===== src/rtl/scan_select_defines.vh =====
// Constants for the multidrop scan selection logic
`ifndef SCAN_SELECT_DEFINES_VH
`define SCAN_SELECT_DEFINES_VH
`define IR_WIDTH 8
`define ADDR_BROADCAST 6'h3b
`define ADDR_GROUP_BASE 6'h3c
`define ADDR_DIRECT_MAX 6'h3a
`define OP_BYPASS 8'hff
`define OP_EXTEST 8'h00
`define OP_SAMPLE 8'h81
`define OP_IDCODE 8'haa
`define OP_UNPARK 8'he7
`define OP_PARKTLR 8'hc5
`define OP_PARKRTI 8'h84
`define OP_PARKPAUSE 8'hc6
`define OP_WAIT 8'hc3
`define OP_MODESEL 8'h8e
`define OP_GROUPSEL 8'h03
`define OP_SOFTRESET 8'h88
`define OP_SIGSEL 8'hc9
`define OP_SIGON 8'h0c
`define OP_SIGOFF 8'h8d
`define OP_CNTSEL 8'hce
`define OP_CNTON 8'h0f
`define OP_CNTOFF 8'h90
`define IR_CAPTURE 8'h01
`define SEL_WAIT 2'h0
`define SEL_SINGLE 2'h1
`define SEL_MULTI 2'h2
`define SEL_UNSEL 2'h3
`define TAP_TLR 4'hf
`define TAP_RTI 4'hc
`define TAP_SELDR 4'h7
`define TAP_CAPDR 4'h6
`define TAP_SHDR 4'h2
`define TAP_EX1DR 4'h1
`define TAP_PDR 4'h3
`define TAP_EX2DR 4'h0
`define TAP_UPDR 4'h5
`define TAP_SELIR 4'h4
`define TAP_CAPIR 4'he
`define TAP_SHIR 4'ha
`define TAP_EX1IR 4'h9
`define TAP_PIR 4'hb
`define TAP_EX2IR 4'h8
`define TAP_UPIR 4'hd
`define CH_IR 3'h0
`define CH_BYP 3'h1
`define CH_BSR 3'h2
`define CH_ID 3'h3
`define CH_GRP 3'h4
`define CH_MODE 3'h5
`define CH_SIG 3'h6
`define CH_CNT 3'h7
`endif


===== src/rtl/multidrop_scan_selection.v =====
// Level-1 selection logic of a multidrop scan bridge, sampling the test clock
`timescale 1ns/10ps
`include "scan_select_defines.vh"
module multidrop_scan_selection #(
	parameter [31:0] ID_VALUE = 32'h12345679, // Arbitrary identification value
	parameter MODE_WIDTH = 8
) (
	input wire clock,
	input wire nrst,
	input wire testClock,
	input wire testModeSelect,
	input wire backplaneSerialIn,
	input wire [5:0] slotAddress,
	input wire outputEnableN,
	output reg backplaneSerialOut,
	output reg backplaneSerialOutEnable,
	output reg [1:0] selectState,
	output reg [3:0] tapState,
	output reg unparkRequest,
	output reg [2:0] parkRequest,
	output wire [MODE_WIDTH-1:0] modeValue,
	output wire [1:0] groupValue,
	output reg signatureRun,
	output reg counterRun
);
	// ***************************************************************
	// Input synchronisers and test clock edge detection
	// ***************************************************************
	reg [1:0] tckSync, tmsSync, tdiSync;
	reg tckLast;
	always @(posedge clock or negedge nrst) begin
		if (!nrst) begin
			// Idle pin levels, so no false test clock edge follows reset
			tckSync <= 2'h3;
			tmsSync <= 2'h3;
			tdiSync <= 2'h0;
			tckLast <= 1'b1;
		end else begin
			tckSync <= {tckSync[0], testClock};
			tmsSync <= {tmsSync[0], testModeSelect};
			tdiSync <= {tdiSync[0], backplaneSerialIn};
			tckLast <= tckSync[1];
		end
	end
	wire tckRise = tckSync[1] & ~tckLast;
	wire tckFall = ~tckSync[1] & tckLast;
	wire tms = tmsSync[1];
	wire tdi = tdiSync[1];

	// ***************************************************************
	// TAP controller
	// ***************************************************************
	function [3:0] tapNext;
		input [3:0] s;
		input m;
		begin
			case (s)
				`TAP_TLR: tapNext = m ? `TAP_TLR : `TAP_RTI;
				`TAP_RTI: tapNext = m ? `TAP_SELDR : `TAP_RTI;
				`TAP_SELDR: tapNext = m ? `TAP_SELIR : `TAP_CAPDR;
				`TAP_CAPDR: tapNext = m ? `TAP_EX1DR : `TAP_SHDR;
				`TAP_SHDR: tapNext = m ? `TAP_EX1DR : `TAP_SHDR;
				`TAP_EX1DR: tapNext = m ? `TAP_UPDR : `TAP_PDR;
				`TAP_PDR: tapNext = m ? `TAP_EX2DR : `TAP_PDR;
				`TAP_EX2DR: tapNext = m ? `TAP_UPDR : `TAP_SHDR;
				`TAP_UPDR: tapNext = m ? `TAP_SELDR : `TAP_RTI;
				`TAP_SELIR: tapNext = m ? `TAP_TLR : `TAP_CAPIR;
				`TAP_CAPIR: tapNext = m ? `TAP_EX1IR : `TAP_SHIR;
				`TAP_SHIR: tapNext = m ? `TAP_EX1IR : `TAP_SHIR;
				`TAP_EX1IR: tapNext = m ? `TAP_UPIR : `TAP_PIR;
				`TAP_PIR: tapNext = m ? `TAP_EX2IR : `TAP_PIR;
				`TAP_EX2IR: tapNext = m ? `TAP_UPIR : `TAP_SHIR;
				default: tapNext = m ? `TAP_SELDR : `TAP_RTI;
			endcase
		end
	endfunction
	always @(posedge clock or negedge nrst) begin
		if (!nrst) begin
			tapState <= `TAP_TLR;
		end else if (tckRise) begin
			tapState <= tapNext(tapState, tms);
		end
	end
	wire inUpdateIr = (tapState == `TAP_UPIR);

	// ***************************************************************
	// Instruction register and data registers
	// ***************************************************************
	wire [7:0] irShift, instruction;
	wire irOut;
	reg [2:0] chain;
	wire selected = (selectState == `SEL_SINGLE) || (selectState == `SEL_MULTI);
	scan_shift_reg #(.WIDTH(`IR_WIDTH), .RESET_VALUE(`OP_IDCODE)) irReg (
		.clock(clock), .nrst(nrst), .step(tckRise),
		.capture(tapState == `TAP_CAPIR), .shift(tapState == `TAP_SHIR),
		.update(inUpdateIr), .captureValue(`IR_CAPTURE), .serialIn(tdi),
		.serialOut(irOut), .shiftValue(irShift), .parallelOut(instruction)
	);
	wire drStep = tckRise && selected;
	wire capDr = (tapState == `TAP_CAPDR);
	wire shDr = (tapState == `TAP_SHDR);
	wire upDr = (tapState == `TAP_UPDR);
	reg [31:0] idShift, cntShift, cntValue, sigShift;
	reg [6:0] bsShift;
	reg bypassBit;
	wire [1:0] grpShift;
	wire [MODE_WIDTH-1:0] modeShift;
	wire grpOut, modeOut;
	scan_shift_reg #(.WIDTH(2)) groupReg (
		.clock(clock), .nrst(nrst), .step(drStep && chain == `CH_GRP), .capture(capDr),
		.shift(shDr), .update(upDr), .captureValue(groupValue), .serialIn(tdi),
		.serialOut(grpOut), .shiftValue(grpShift), .parallelOut(groupValue)
	);
	scan_shift_reg #(.WIDTH(MODE_WIDTH)) modeReg (
		.clock(clock), .nrst(nrst), .step(drStep && chain == `CH_MODE), .capture(capDr),
		.shift(shDr), .update(upDr), .captureValue(modeValue), .serialIn(tdi),
		.serialOut(modeOut), .shiftValue(modeShift), .parallelOut(modeValue)
	);
	always @(posedge clock or negedge nrst) begin
		if (!nrst) begin
			idShift <= 32'h0;
			bsShift <= 7'h0;
			bypassBit <= 1'b0;
			sigShift <= 32'h0;
			cntShift <= 32'h0;
			cntValue <= 32'h0;
		end else begin
			if (tckRise && counterRun && cntValue != 32'h0) begin
				cntValue <= cntValue - 32'h1;
			end
			if (drStep) begin
				case (chain)
					`CH_ID: idShift <= capDr ? ID_VALUE : shDr ? {tdi, idShift[31:1]} : idShift;
					`CH_BSR: bsShift <= capDr ? {outputEnableN, slotAddress} : shDr ? {tdi, bsShift[6:1]} : bsShift;
					`CH_BYP: bypassBit <= capDr ? 1'b0 : shDr ? tdi : bypassBit;
					`CH_SIG: sigShift <= shDr ? {tdi, sigShift[31:1]} : sigShift;
					`CH_CNT: begin
						if (capDr) begin
							cntShift <= cntValue;
						end else if (shDr) begin
							cntShift <= {tdi, cntShift[31:1]};
						end else if (upDr) begin
							cntValue <= cntShift;
						end
					end
					default: ;
				endcase
				if (signatureRun && shDr && chain != `CH_SIG) begin
					sigShift <= {sigShift[0] ^ sigShift[1] ^ sigShift[21] ^ sigShift[31] ^ tdi, sigShift[31:1]};
				end
			end
		end
	end

	// ***************************************************************
	// Selection controller
	// ***************************************************************
	wire [5:0] addr = irShift[5:0];
	wire isWait = (irShift == `OP_WAIT);
	always @(posedge clock or negedge nrst) begin
		if (!nrst) begin
			selectState <= `SEL_WAIT;
		end else if (tckRise) begin
			if (tapState == `TAP_TLR) begin
				selectState <= `SEL_WAIT;
			end else if (inUpdateIr) begin
				if (isWait) begin
					selectState <= `SEL_WAIT;
				end else if (selectState == `SEL_WAIT) begin
					if (addr == `ADDR_BROADCAST) begin
						selectState <= `SEL_MULTI;
					end else if (addr >= `ADDR_GROUP_BASE) begin
						selectState <= (addr[1:0] == groupValue) ? `SEL_MULTI : `SEL_UNSEL;
					end else if (addr == slotAddress && addr <= `ADDR_DIRECT_MAX) begin
						selectState <= `SEL_SINGLE;
					end else begin
						selectState <= `SEL_UNSEL;
					end
				end
			end
		end
	end

	// ***************************************************************
	// Instruction decode, chain choice and Level-2 commands
	// ***************************************************************
	always @(posedge clock or negedge nrst) begin
		if (!nrst) begin
			chain <= `CH_IR;
			unparkRequest <= 1'b0;
			parkRequest <= 3'h0;
			signatureRun <= 1'b0;
			counterRun <= 1'b0;
		end else if (tckRise) begin
			unparkRequest <= 1'b0;
			parkRequest <= 3'h0;
			if (tapState == `TAP_TLR) begin
				chain <= `CH_IR;
				parkRequest <= 3'h1;
			end else if (inUpdateIr && selectState == `SEL_WAIT) begin
				chain <= `CH_ID;
			end else if (inUpdateIr && selected) begin
				case (irShift)
					`OP_BYPASS: chain <= `CH_BYP;
					`OP_EXTEST, `OP_SAMPLE: chain <= `CH_BSR;
					`OP_MODESEL: chain <= `CH_MODE;
					`OP_GROUPSEL: chain <= (selectState == `SEL_SINGLE) ? `CH_GRP : `CH_ID;
					`OP_SIGSEL: chain <= `CH_SIG;
					`OP_CNTSEL: chain <= `CH_CNT;
					default: chain <= `CH_ID;
				endcase
				case (irShift)
					`OP_UNPARK: unparkRequest <= 1'b1;
					`OP_PARKTLR, `OP_WAIT, `OP_SOFTRESET: parkRequest <= 3'h1;
					`OP_PARKRTI: parkRequest <= 3'h2;
					`OP_PARKPAUSE: parkRequest <= 3'h4;
					`OP_SIGON: signatureRun <= 1'b1;
					`OP_SIGOFF: signatureRun <= 1'b0;
					`OP_CNTON: counterRun <= 1'b1;
					`OP_CNTOFF: counterRun <= 1'b0;
					default: ;
				endcase
			end
		end
	end

	// ***************************************************************
	// Backplane serial output, changed on the falling test clock edge
	// ***************************************************************
	reg chainOut;
	always @* begin
		case (chain)
			`CH_BYP: chainOut = bypassBit;
			`CH_BSR: chainOut = bsShift[0];
			`CH_ID: chainOut = idShift[0];
			`CH_GRP: chainOut = grpOut;
			`CH_MODE: chainOut = modeOut;
			`CH_SIG: chainOut = sigShift[0];
			`CH_CNT: chainOut = cntShift[0];
			default: chainOut = irOut;
		endcase
	end
	wire shifting = (tapState == `TAP_SHIR) || (tapState == `TAP_SHDR);
	always @(posedge clock or negedge nrst) begin
		if (!nrst) begin
			backplaneSerialOut <= 1'b0;
			backplaneSerialOutEnable <= 1'b0;
		end else if (tckFall) begin
			backplaneSerialOut <= (tapState == `TAP_SHIR) ? irOut : chainOut;
			backplaneSerialOutEnable <= shifting && (selectState == `SEL_SINGLE);
		end
	end
endmodule


===== src/rtl/scan_shift_reg.v =====
// Generic capture/shift/update data register entered at its msb
`timescale 1ns/10ps
module scan_shift_reg #(
	parameter WIDTH = 8,
	parameter [WIDTH-1:0] RESET_VALUE = {WIDTH{1'b0}}
) (
	input wire clock,
	input wire nrst,
	input wire step,
	input wire capture,
	input wire shift,
	input wire update,
	input wire [WIDTH-1:0] captureValue,
	input wire serialIn,
	output wire serialOut,
	output reg [WIDTH-1:0] shiftValue,
	output reg [WIDTH-1:0] parallelOut
);
	assign serialOut = shiftValue[0];
	always @(posedge clock or negedge nrst) begin
		if (!nrst) begin
			shiftValue <= RESET_VALUE;
			parallelOut <= RESET_VALUE;
		end else if (step) begin
			if (capture) begin
				shiftValue <= captureValue;
			end else if (shift) begin
				shiftValue <= {serialIn, shiftValue[WIDTH-1:1]};
			end
			if (update) begin
				parallelOut <= shiftValue;
			end
		end
	end
endmodule


===== config.mk =====
export PLATFORM = sky130hd
export DESIGN_NAME = multidrop_scan_selection
export DESIGN_NICKNAME = d
export VERILOG_FILES = /design/src/rtl/multidrop_scan_selection.v /design/src/rtl/scan_shift_reg.v
export VERILOG_INCLUDE_DIRS = /design/src /design/src/rtl
export SDC_FILE = /design/constraint.sdc
export NUM_CORES = 1
export LEC_CHECK = 0
export BUFFER_PORTS_ARGS = -buffer_cell sky130_fd_sc_hd__buf_2
export CAP_MARGIN = 10
export CORE_ASPECT_RATIO = 1.5
export CORE_MARGIN = 2
export CORE_UTILIZATION = 65
export CTS_BUF_LIST = sky130_fd_sc_hd__clkbuf_8
export DETAILED_ROUTE_END_ITERATION = 8
export GPL_ROUTABILITY_DRIVEN = 0
export PLACE_DENSITY = 0.83
export SLEW_MARGIN = 40
export SYNTH_ARGS = -nofsm -noshare
export SYNTH_HDL_FRONTEND = slang
export SYNTH_SLANG_ARGS = --single-unit

===== constraint.sdc =====
create_clock -name clock -period 5 [get_ports clock]
set_clock_uncertainty 0.15 [all_clocks]
set_input_delay 1 -clock clock [delete_from_list [all_inputs] [get_ports clock]]
set_output_delay 1 -clock clock [all_outputs]
set_load 0.005 [all_outputs]

==> results of run 1 <==
## cells in the final DEF (no fill, tap or decap), types with 13 or more instances in the layout
cell,netlist,routed
a31oi_1,31,31
buf_2,3,34
mux2i_1,43,43
nor3_1,19,17
inv_1,12,13
nor2_1,46,46
nand2_1,169,169
mux2_2,43,43
buf_4,0,13
or4_1,30,30
dfrtp_1,175,175
dfstp_2,13,13
clkbuf_8,0,18
o31ai_1,16,16
o21ai_0,84,84
nand3_1,35,35
## cell type report
class,instances,area share (%)
clock buffers,18,2.53
clock inverters,14,1.38
inverters,13,0.499
multi-input cells,664,42.3
flip-flops and latches,188,48.2
well taps,165,2.11
repair buffers,48,2.99
## synthesized netlist by cell type, drive strengths merged, types with 3 or more instances
master     n
nand3b     8
nand4b     3
or4       30
xnor2     11
and2       4
or2        4
dfrtp    175
clkbuf    49
and3b      3
o41ai      5
nor4       8
o21ai     86
xor2       4
dfstp     13
o21a       3
nor2b      3
o311ai     3
mux2      43
mux2i     43
ha         4
a31oi     31
nand2b     7
buf       14
inv       12
nor2      46
o31ai     17
o211ai    10
a21oi     11
nand4     11
o2111ai    3
nand3     35
or3       12
nor3      19
nand2    169
## worst reg2reg max path: stages, from the launching register on
cell	delay, ns
dfrtp_1	0.44
or4_1	0.64
or3_1	0.52
nor4_4	0.56
buf_4	0.27
buf_4	0.17
or4b_2	0.13
a31oi_1	0.08
## sequential cells by signal (all words and copies together) (netlist names), 3 cells and up
name                 count
modeReg.parallelOut      8
parkRequest              3
chain                    3
bsShift                  7
cntShift                32
idShift                 32
modeReg.shiftValue       8
cntValue                32
irReg.shiftValue         8
sigShift                32
tapState                 4
## power breakdown
group          internal, uW  leakage, uW  switching, uW
Combinational           269      0.00197            376
Clock                   417     0.000187            556
Sequential             1630      0.00253            178
## stage by stage
stage / hold slack [ns] / area (um^2) / power, uW / setup WS [ns]
6_report: 0.211 / 9790 / 3420 / 1.91
5_1_grt: 0.213 / 9790 / 3600 / 1.77
4_1_cts: 0.211 / 9790 / 3440 / 1.92
3_5_place_dp: 0.191 / 9410 / 2470 / 1.92
3_3_place_gp: 0.186 / 9360 / 2450 / 1.82
2_1_floorplan: 0.181 / 9120 / 2260 / 2.37
## path summary, 6_finish.rpt
path	end	cells after the start	slack, ns
worst max-delay path	cntValue[11]	7	1.91
min in group asynchronous	sigShift[13]	1	0.35
max in group asynchronous	cntValue[21]	2	3.53
worst min-delay path	tmsSync[1]	0	0.21
worst min register to register	tmsSync[1]	0	0.21
worst max register to register	cntValue[11]	7	1.91
## kinds of logic (layout without fill, tap and decap cells)
family	count (synthesis)	in the layout	synth area share (%)
muxes	86	86	10.0
AOI/OAI and AO/OA	184	184	12.6
and+or+nand+nor	375	375	20.3
buffers and inverters	76	93	3.33
xor gates and xnor gates	15	15	1.44
adders and majority gates	4	4	0.549
DFF	188	188	51.8
## layer usage
metal  part of all wire [%]  global-route usage (%)
met5                      0                       0
met4                    2.0                    10.5
met3                    3.3                    3.75
met2                     51                    44.1
met1                     43                    35.6
==> results.yml, run 1 <==
status:
  status: "complete, no violations"
clock_network:
  cts_tree: "built"
  skew_pair_late_insertion_delay_ns: 0.47
  post_cts_repair_setup_buffers: 0
  number_of_sinks_handled_by_clock_tree_synthesis: 188
  max_buffers_root_to_sink: 2
  clock-root-buffer: "clkbuf_8"
  cts-buffers-inserted: 17
  clk_pin_slew_ns: 0.10
  ctsResizeCount: 0
  cts_htree_levels: 4
  ctsHoldBuffers: 0
final_layout:
  regArea_um2: 4720
  postLayoutCoreUtil_pct: 70.6
  fillerInstances: 1020
  multiInputGateArea_um2: 4140
  diodes: 0
  flow.area_growth_from_synthesis_pct: 7.31
  drive_above_1_share_pct: 15.9
  layoutNonFillerInstCount: 1110
  num-nets-final: 948
logic_synthesis:
  post_synth_inst_count: 928
  synth_async_sr_flop_share_pct: 100
  synth.largest_area_cell: "dfrtp_1"
  synth_edf_count: 0
  synth_sequential_area_ratio_pct: 51.8
  ys_ff_latch: 188
  main_area_contributors_after_synthesis: "dfrtp_1, nand2_1, mux2_2"
  syn-num-nets: 944
  synth_ff_type: "dfrtp_1"
  synth_area_per_cell_um2: 9.83
  synth.cell_area_um2: 9120
  yosysUniqueCellTypes: 62
  ys_warn_count: 0
  synth_top_area_share_pct: 48.0
timing:
  tightest_slew_ns: 0.814
  worst_relative_slew_slack_pct: 45.7
  setup_tns_ns: 0
  timing_max_transition_violations_final: 0
  rsz0062_at_grt: "no"
  post_route_minimum_period_ns: 3.09
  max_freq_mhz: 323
  finalHoldViolCount: 0
  setup_viol_count_final: 0
  timing.final.crit_share_pct: 61.9
die:
  core.rowCount: 53
  fp.dieArea_um2: 15000
  coreArea_um2: 13900
  chip_width_um: 101
  io_pins: 36
  die_boundary_height_um: 149
  floorplan.initialDensity_pct: 65.8
power:
  power.ir.vdd_worst_uv: 250
  power_per_cell_area_nw_per_um2: 350
  leakagePower_uw: 0.00468
detailed_routing:
  drcViolationCount: 0
  wl_per_cell_um: 16.8
  drt_first_pass_iters: 5
  route.antenna.remaining_nets: 0
  totalWireLength_mm: 18.7
  drtIter0Drc: 442
  number_of_vias_in_the_routed_layout: 6924
  via_per_inst: 6.24
critical_path:
  crit_buf_inv: 2
  critical_path_endpoint_category: "register"
  crit_path_start: "cntValue[14]"
  critical_path.max_fanout: 11
  timing.critical_path.slowest_stage_cell: "or4_1"
  setup.worst_path.class: "reg -> reg"
  critPathRequiredTime_ns: 5.16
  crit_path_start_kind: "register"
  critical_path.top_delay_family: "simple AND/OR/NAND/NOR gates"
  critical_register_to_register_path_startpoint: "cntValue[14]"
  critical_path.most_common_cell: "buf_4"
  worst_ep_arrival_time_ns: 3.26
  timing.critical_path.cells: "or4_1, or3_1, nor4_4, buf_4, buf_4, or4b_2, a31oi_1"
  critPathMaxStageDelay_ns: 0.64
grt:
  grt_usage_pct: 26.7
  wire_length_of_the_first_global_routing_pass_mm: 32.2
  grt_remaining_overflow: 0
  first_global_vias: 6773
  largest_net_degree_at_the_start_of_global_routing: 117
  antenna_violations_before_repair: 0
placed_design:
  place.detailed.instances: 1078
  dp_hpwl_mm: 12.3
  place.port_buffers: 35
min_path:
  holdCritStartpoint: "tmsSync[0]"
  hp-class: "reg -> reg"
run:
  cap_viol_max_count: 0
(Power assumes the default switching activity.)
==> run 2, diff against run 1 <==
--- a/config.mk
+++ b/config.mk
@@ -6,15 +6,16 @@
 export SDC_FILE = /design/constraint.sdc
 export NUM_CORES = 1
 export LEC_CHECK = 0
+export ABC_AREA = 1
 export BUFFER_PORTS_ARGS = -buffer_cell sky130_fd_sc_hd__buf_2
 export CAP_MARGIN = 10
 export CORE_ASPECT_RATIO = 1.5
 export CORE_MARGIN = 2
-export CORE_UTILIZATION = 65
+export CORE_UTILIZATION = 58
 export CTS_BUF_LIST = sky130_fd_sc_hd__clkbuf_8
 export DETAILED_ROUTE_END_ITERATION = 8
 export GPL_ROUTABILITY_DRIVEN = 0
-export PLACE_DENSITY = 0.83
+export PLACE_DENSITY = 0.78
 export SLEW_MARGIN = 40
 export SYNTH_ARGS = -nofsm -noshare
 export SYNTH_HDL_FRONTEND = slang
==> constraint.sdc (replaced) <==
create_clock -name clock -period 2.7 [get_ports clock]
set_clock_uncertainty 0.15 [all_clocks]
set_input_delay 0.54 -clock clock [delete_from_list [all_inputs] [get_ports clock]]
set_output_delay 0.54 -clock clock [all_outputs]
set_load 0.005 [all_outputs]
==> results.yml, run 2 <==
logic_synthesis:
  synth-adder-area-share_pct: 0.520
  syn-num-nets: 1290
  synth.largest_area_cell: "dfrtp_1"
  synth_async_sr_flop_share_pct: 100
  synth_edf_count: 0
  main_area_contributors_after_synthesis: "dfrtp_1, nand2_1, nor2_1"
  yosys.area_share.simple_pct: 29.4
  ys_ff_latch: 188
  synth_sequential_area_ratio_pct: 49.1
  netlist_top_cells_count: "nand2_1, dfrtp_1, nor2_1, inv_1, o21ai_0"
  yosysUniqueCellTypes: 38
  multiplexer_share_of_the_synthesized_area_pct: 0
  ys_warn_count: 0
  synth_top_area_share_pct: 45.5
  post_synth_inst_count: 1274
  synth_compound_gate_area_share_pct: 11.0
  synth_xor_xnor_area_share_pct: 2.46
  synth_ff_type: "dfrtp_1"
  yosys.cell_count.top_type: "nand2_1"
  synth_area_per_cell_um2: 7.55
  combinational_family_with_the_most_area_after_synthesis: "simple AND/OR/NAND/NOR gates"
  synth.cell_area_um2: 9620
clock_network:
  clock-root-buffer: "clkbuf_8"
  clk_pin_slew_ns: 0.10
  max_buffers_root_to_sink: 2
  cts-buffers-inserted: 17
  cts_htree_levels: 4
  ctsResizeCount: 0
  post_cts_repair_setup_buffers: 0
  cts_tree: "built"
  skew_pair_late_insertion_delay_ns: 0.48
  ctsHoldBuffers: 4
  number_of_sinks_handled_by_clock_tree_synthesis: 188
timing:
  timing_max_transition_violations_final: 0
  finalHoldViolCount: 0
  timing.final.crit_share_pct: 84.9
  setup_tns_ns: 0
  tightest_slew_ns: 0.623
  hold-worst-slack_ns: 0.185
  setup_viol_count_final: 0
  worst_relative_slew_slack_pct: 58.5
  post_route_minimum_period_ns: 2.29
  rsz0062_at_grt: "no"
  max_freq_mhz: 436
critical_path:
  crit_buf_inv: 3
  worst_ep_arrival_time_ns: 2.54
  critical_path_endpoint_category: "register"
  critical_path.max_fanout: 35
  critical_path.top_delay_family: "simple AND/OR/NAND/NOR gates"
  critPathMaxStageDelay_ns: 0.54
  crit_path_start: "tckSync[1]"
  critical_register_to_register_path_startpoint: "tckSync[1]"
  critPathRequiredTime_ns: 2.95
  timing.critical_path.slowest_stage_cell: "dfstp_2"
  crit_path_start_kind: "register"
  timing.critical_path.cells: "inv_1, nor2_4, nand2_1, nor3_4, inv_2, nor2_8, buf_4, o211ai_1, o21ai_0"
  setup.worst_path.class: "reg -> reg"
die:
  floorplan.initialDensity_pct: 59.4
  chip_width_um: 109
  io_pins: 36
  die_boundary_height_um: 162
  coreArea_um2: 16200
  fp.dieArea_um2: 17600
  core.rowCount: 57
grt:
  wire_length_of_the_first_global_routing_pass_mm: 37.5
  first_global_vias: 7810
  antenna_violations_before_repair: 0
  grt_remaining_overflow: 0
  grt_usage_pct: 26.9
  largest_net_degree_at_the_start_of_global_routing: 75
power:
  power_per_cell_area_nw_per_um2: 592
  power.ir.vdd_worst_uv: 508
  leakagePower_uw: 0.00548
final_layout:
  multiInputGateArea_um2: 4180
  diodes: 0
  flow.area_growth_from_synthesis_pct: 8.87
  postLayoutCellArea_um2: 10500
  fillerInstances: 1445
  layout.cells.most_common_list: "nand2_1, dfrtp_1, nor2_1, inv_1, o21ai_0"
  drive_above_1_share_pct: 9.33
  regArea_um2: 4720
  num-nets-final: 1321
  layout_commonest_cell: "nand2_1"
detailed_routing:
  drt_first_pass_iters: 5
  number_of_vias_in_the_routed_layout: 8195
  drtIter0Drc: 484
  drcViolationCount: 0
  via_per_inst: 5.38
  wl_per_cell_um: 14.1
  route.antenna.remaining_nets: 0
  totalWireLength_mm: 21.5
run:
  cap_viol_max_count: 0
min_path:
  holdCritStartpoint: "outputEnableN"
  hp-class: "in -> reg"
status:
  status: "complete, no violations"
placed_design:
  dp_hpwl_mm: 15.4
  dpl-instance-area_um2: 10000
  place.port_buffers: 35
-- run 2: power breakdown --
part           switching (uW)  internal (uW)  total [uW]
sequential                170           2990        3160
clock                    1060            773        1840
combinational             849            361        1210
total                    2080           4120        6200
-- run 2: path summary, 6_finish.rpt --
| path | end | slack [ns] | cells past startpoint |
|---|---|---|---|
| worst max-delay path | cntShift[27] | 0.41 | 9 |
| worst min-delay path | bsShift[6] | 0.19 | 3 |
| worst max register to register | cntShift[27] | 0.41 | 9 |
| worst min register to register | tdiSync[1] | 0.21 | 0 |
| max in group asynchronous | irReg.shiftValue[7] | 1.13 | 3 |
| min in group asynchronous | idShift[19] | 0.47 | 2 |
-- run 2: through the flow --
step | setup WS, ns | std cells | total power, uW | utilization, %
6_report | 0.408 | 1524 | 6200 | 64.7
5_1_grt | 0.211 | 1524 | 6530 | 64.7
4_1_cts | 0.413 | 1524 | 6240 | 64.7
3_5_place_dp | 0.421 | 1488 | 4410 | 62.1
3_3_place_gp | 0.401 | 1487 | 4390 | 62.0
2_1_floorplan | 0.786 | 1274 | 3990 | -
-- run 2: logic make-up (layout without fill, tap and decap cells) --
| family | Yosys count | after routing |
|---|---|---|
| buffers and inverters | 184 | 228 |
| adders and majority gates | 4 | 4 |
| AOI/OAI and AO/OA | 185 | 185 |
| and+or+nand+nor | 686 | 686 |
| DFF | 188 | 188 |
| xor gates and xnor gates | 27 | 27 |
-- run 2: area by class of cell --
class | instances | share of cell area (%)
flip-flops and latches | 188 | 45.1
multi-input cells | 902 | 39.9
inverters | 134 | 4.80
repair buffers | 62 | 4.10
well taps | 206 | 2.46
clock buffers | 18 | 2.37
clock inverters | 14 | 1.29
-- run 2: worst register-to-register path: stages, from the launching register on --
cell      delay, ns
dfstp_2        0.54
inv_1          0.07
nor2_4         0.20
nand2_1        0.17
nor3_4         0.23
inv_2          0.17
nor2_8         0.11
buf_4          0.32
o211ai_1       0.16
o21ai_0        0.10
-- run 2: routing by layer --
metal / global-route usage, % / part of all wire (%) / wire, um / vias to the layer above
li1: - / - / - / 4123
met1: 34.7 / 42 / 9060 / 3816
met2: 44.9 / 51 / 11000 / 202
met3: 4.65 / 3.8 / 828 / 54
met4: 10.1 / 2.8 / 609 / 0
met5: 0 / 0 / 0 / -
==> run 3, diff against run 2 <==
==> constraint.sdc (replaced) <==
create_clock -name clock -period 2.1 [get_ports clock]
set_clock_uncertainty 0.15 [all_clocks]
set_input_delay 0.42 -clock clock [delete_from_list [all_inputs] [get_ports clock]]
set_output_delay 0.42 -clock clock [all_outputs]
set_load 0.005 [all_outputs]
==> results.yml, run 3 (same netlist as run 2, synthesis figures left out) <==
final_layout:
  num-nets-final: 1361
  layout_commonest_cell: "nand2_1"
  diodes: 0
  layoutNonFillerInstCount: 1564
  fillerInstances: 1301
  layout.cells.most_common_list: "nand2_1, dfrtp_1, nor2_1, inv_1, o21ai_0"
  flow.area_growth_from_synthesis_pct: 14.9
  drive_above_1_share_pct: 13.2
detailed_routing:
  drt_first_pass_iters: 5
  wl_per_cell_um: 14.6
  number_of_vias_in_the_routed_layout: 8574
  drtIter0Drc: 461
  via_per_inst: 5.48
  drcViolationCount: 0
  totalWireLength_mm: 22.8
  route.antenna.remaining_nets: 0
clock_network:
  clock-root-buffer: "clkbuf_8"
  cts-buffers-inserted: 17
  skew_pair_late_insertion_delay_ns: 0.47
  cts_tree: "built"
  cts_htree_levels: 4
  clk_pin_slew_ns: 0.09
  number_of_sinks_handled_by_clock_tree_synthesis: 188
  max_buffers_root_to_sink: 2
run:
  cap_viol_max_count: 0
power:
  power_per_cell_area_nw_per_um2: 762
  power.ir.vdd_worst_uv: 595
  leakagePower_uw: 0.00578
placed_design:
  place.detailed.instances: 1517
  place.port_buffers: 35
  dp_hpwl_mm: 16.0
timing:
  setup_tns_ns: 0
  rsz0062_at_grt: "yes"
  finalHoldViolCount: 0
  setup_viol_count_final: 0
  max_freq_mhz: 492
  timing.final.crit_share_pct: 96.7
  worst_relative_slew_slack_pct: 70.2
  tightest_slew_ns: 0.444
  timing_max_transition_violations_final: 0
  post_route_minimum_period_ns: 2.03
die:
  chip_width_um: 109
  floorplan.initialDensity_pct: 59.4
  fp.dieArea_um2: 17600
  io_pins: 36
  core.rowCount: 57
  coreArea_um2: 16200
  die_boundary_height_um: 162
critical_path:
  critical_path.max_fanout: 16
  crit_buf_inv: 4
  critical_path.top_delay_family: "simple AND/OR/NAND/NOR gates"
  critPathMaxStageDelay_ns: 0.54
  regToRegEndpoint: "idShift[0]"
  worst_ep_arrival_time_ns: 2.26
  r2r_cells: 10
  critPathRequiredTime_ns: 2.33
  critical_path_endpoint_category: "register"
  regToRegSetupSlack_ns: 0.07
  crit_path_start_kind: "register"
  setup.worst_path.class: "reg -> reg"
  critical_register_to_register_path_startpoint: "tckSync[1]"
  timing.critical_path.cells: "inv_2, nor2_4, nand2_4, nor3_4, buf_6, inv_4, nor2_4, buf_6, o21ai_0, o21ai_0"
  timing.critical_path.slowest_stage_cell: "dfstp_2"
min_path:
  whs_path_depth: 3
  holdCritStartpoint: "outputEnableN"
  whs_endpoint: "bsShift[6]"
  hp-class: "in -> reg"
grt:
  wire_length_of_the_first_global_routing_pass_mm: 37.9
  largest_net_degree_at_the_start_of_global_routing: 62
  grt_usage_pct: 27.1
  antenna_violations_before_repair: 0
  grt_remaining_overflow: 0
  first_global_vias: 8338
status:
  status: "complete, no violations"
## run 3: cell count changes in the layout (fill, tap and decap cells not counted), sizes merged
cell    delta
buf       +39
bufinv     +2
clkinv     -2
clkbuf     +1
## run 3: stage by stage
stage / power, uW / cell area [um^2] / utilization, % / setup slack (ns) / hold WS (ns)
2_1_floorplan: 5130 / 9620 / - / 0.186 / -0.0256
6_report: 8420 / 11000 / 68.2 / 0.0687 / 0.0755
4_1_cts: 8320 / 10800 / 66.8 / 0.0434 / 0.0619
3_5_place_dp: 5790 / 10400 / 64.0 / -0.00656 / 0.188
5_1_grt: 8780 / 11000 / 68.2 / -0.0640 / 0.0878
3_3_place_gp: 5770 / 10400 / 64.0 / 0.0121 / 0.183
## run 3: what timing repair did
| item | CTS | global route |
|---|---|---|
| buffers inserted | 0 | 10 |
| endpoints found under the hold margin | 35 | 0 |
| pin swaps | 0 | 5 |
| resized for setup | 2 | 37 |
| hold buffers | 4 | 0 |
| endpoints found under the setup margin | 2 | 127 |
| gates cloned | 0 | 1 |
## run 3: report_power, final
part / internal [uW] / leakage [uW] / switching, uW
Clock: 1220 / 0.000219 / 1330
Sequential: 3840 / 0.00253 / 193
Combinational: 609 / 0.00304 / 1230
## run 3: cell type report
| cell class | count | area (um^2) | share of cell area [%] |
|---|---|---|---|
| flip-flops and latches | 188 | 4720 | 42.7 |
| multi-input cells | 902 | 4260 | 38.5 |
| repair buffers | 102 | 875 | 7.92 |
| inverters | 134 | 519 | 4.70 |
| well taps | 206 | 258 | 2.33 |
| clock buffers | 18 | 248 | 2.24 |
| clock inverters | 14 | 169 | 1.53 |
## run 3: worst max path at each step
stage / startpoint / endpoint / slack [ns] / depth (start not counted)
2_1_floorplan: tckSync[1] / cntValue[1] / 0.19 / 10
3_3_place_gp: cntValue[0] / cntValue[16] / 0.01 / 10
3_5_place_dp: cntValue[0] / cntValue[16] / -0.007 / 10
4_1_cts: tapState[2] / modeReg.parallelOut[3] / 0.04 / 4
5_1_grt: cntValue[15] / cntValue[8] / -0.06 / 12
6_report: tckSync[1] / idShift[0] / 0.07 / 10
## run 3: worst reg2reg max path: cells and delay by family (launching register included)
| family | cells | cell delay, ns |
|---|---|---|
| AO/OA/AOI/OAI | 2 | 0.22 |
| buffers and inverters | 4 | 0.42 |
| flip-flops | 1 | 0.54 |
| AND/OR/NAND/NOR | 4 | 0.62 |
## run 3: metal layers
layer,global-route usage (%),wire (um),share of wire (%)
met4,12.7,850,3.7
met1,32.6,9120,40
met3,4.57,937,4.1
met5,0,0,0
met2,46.8,11900,52
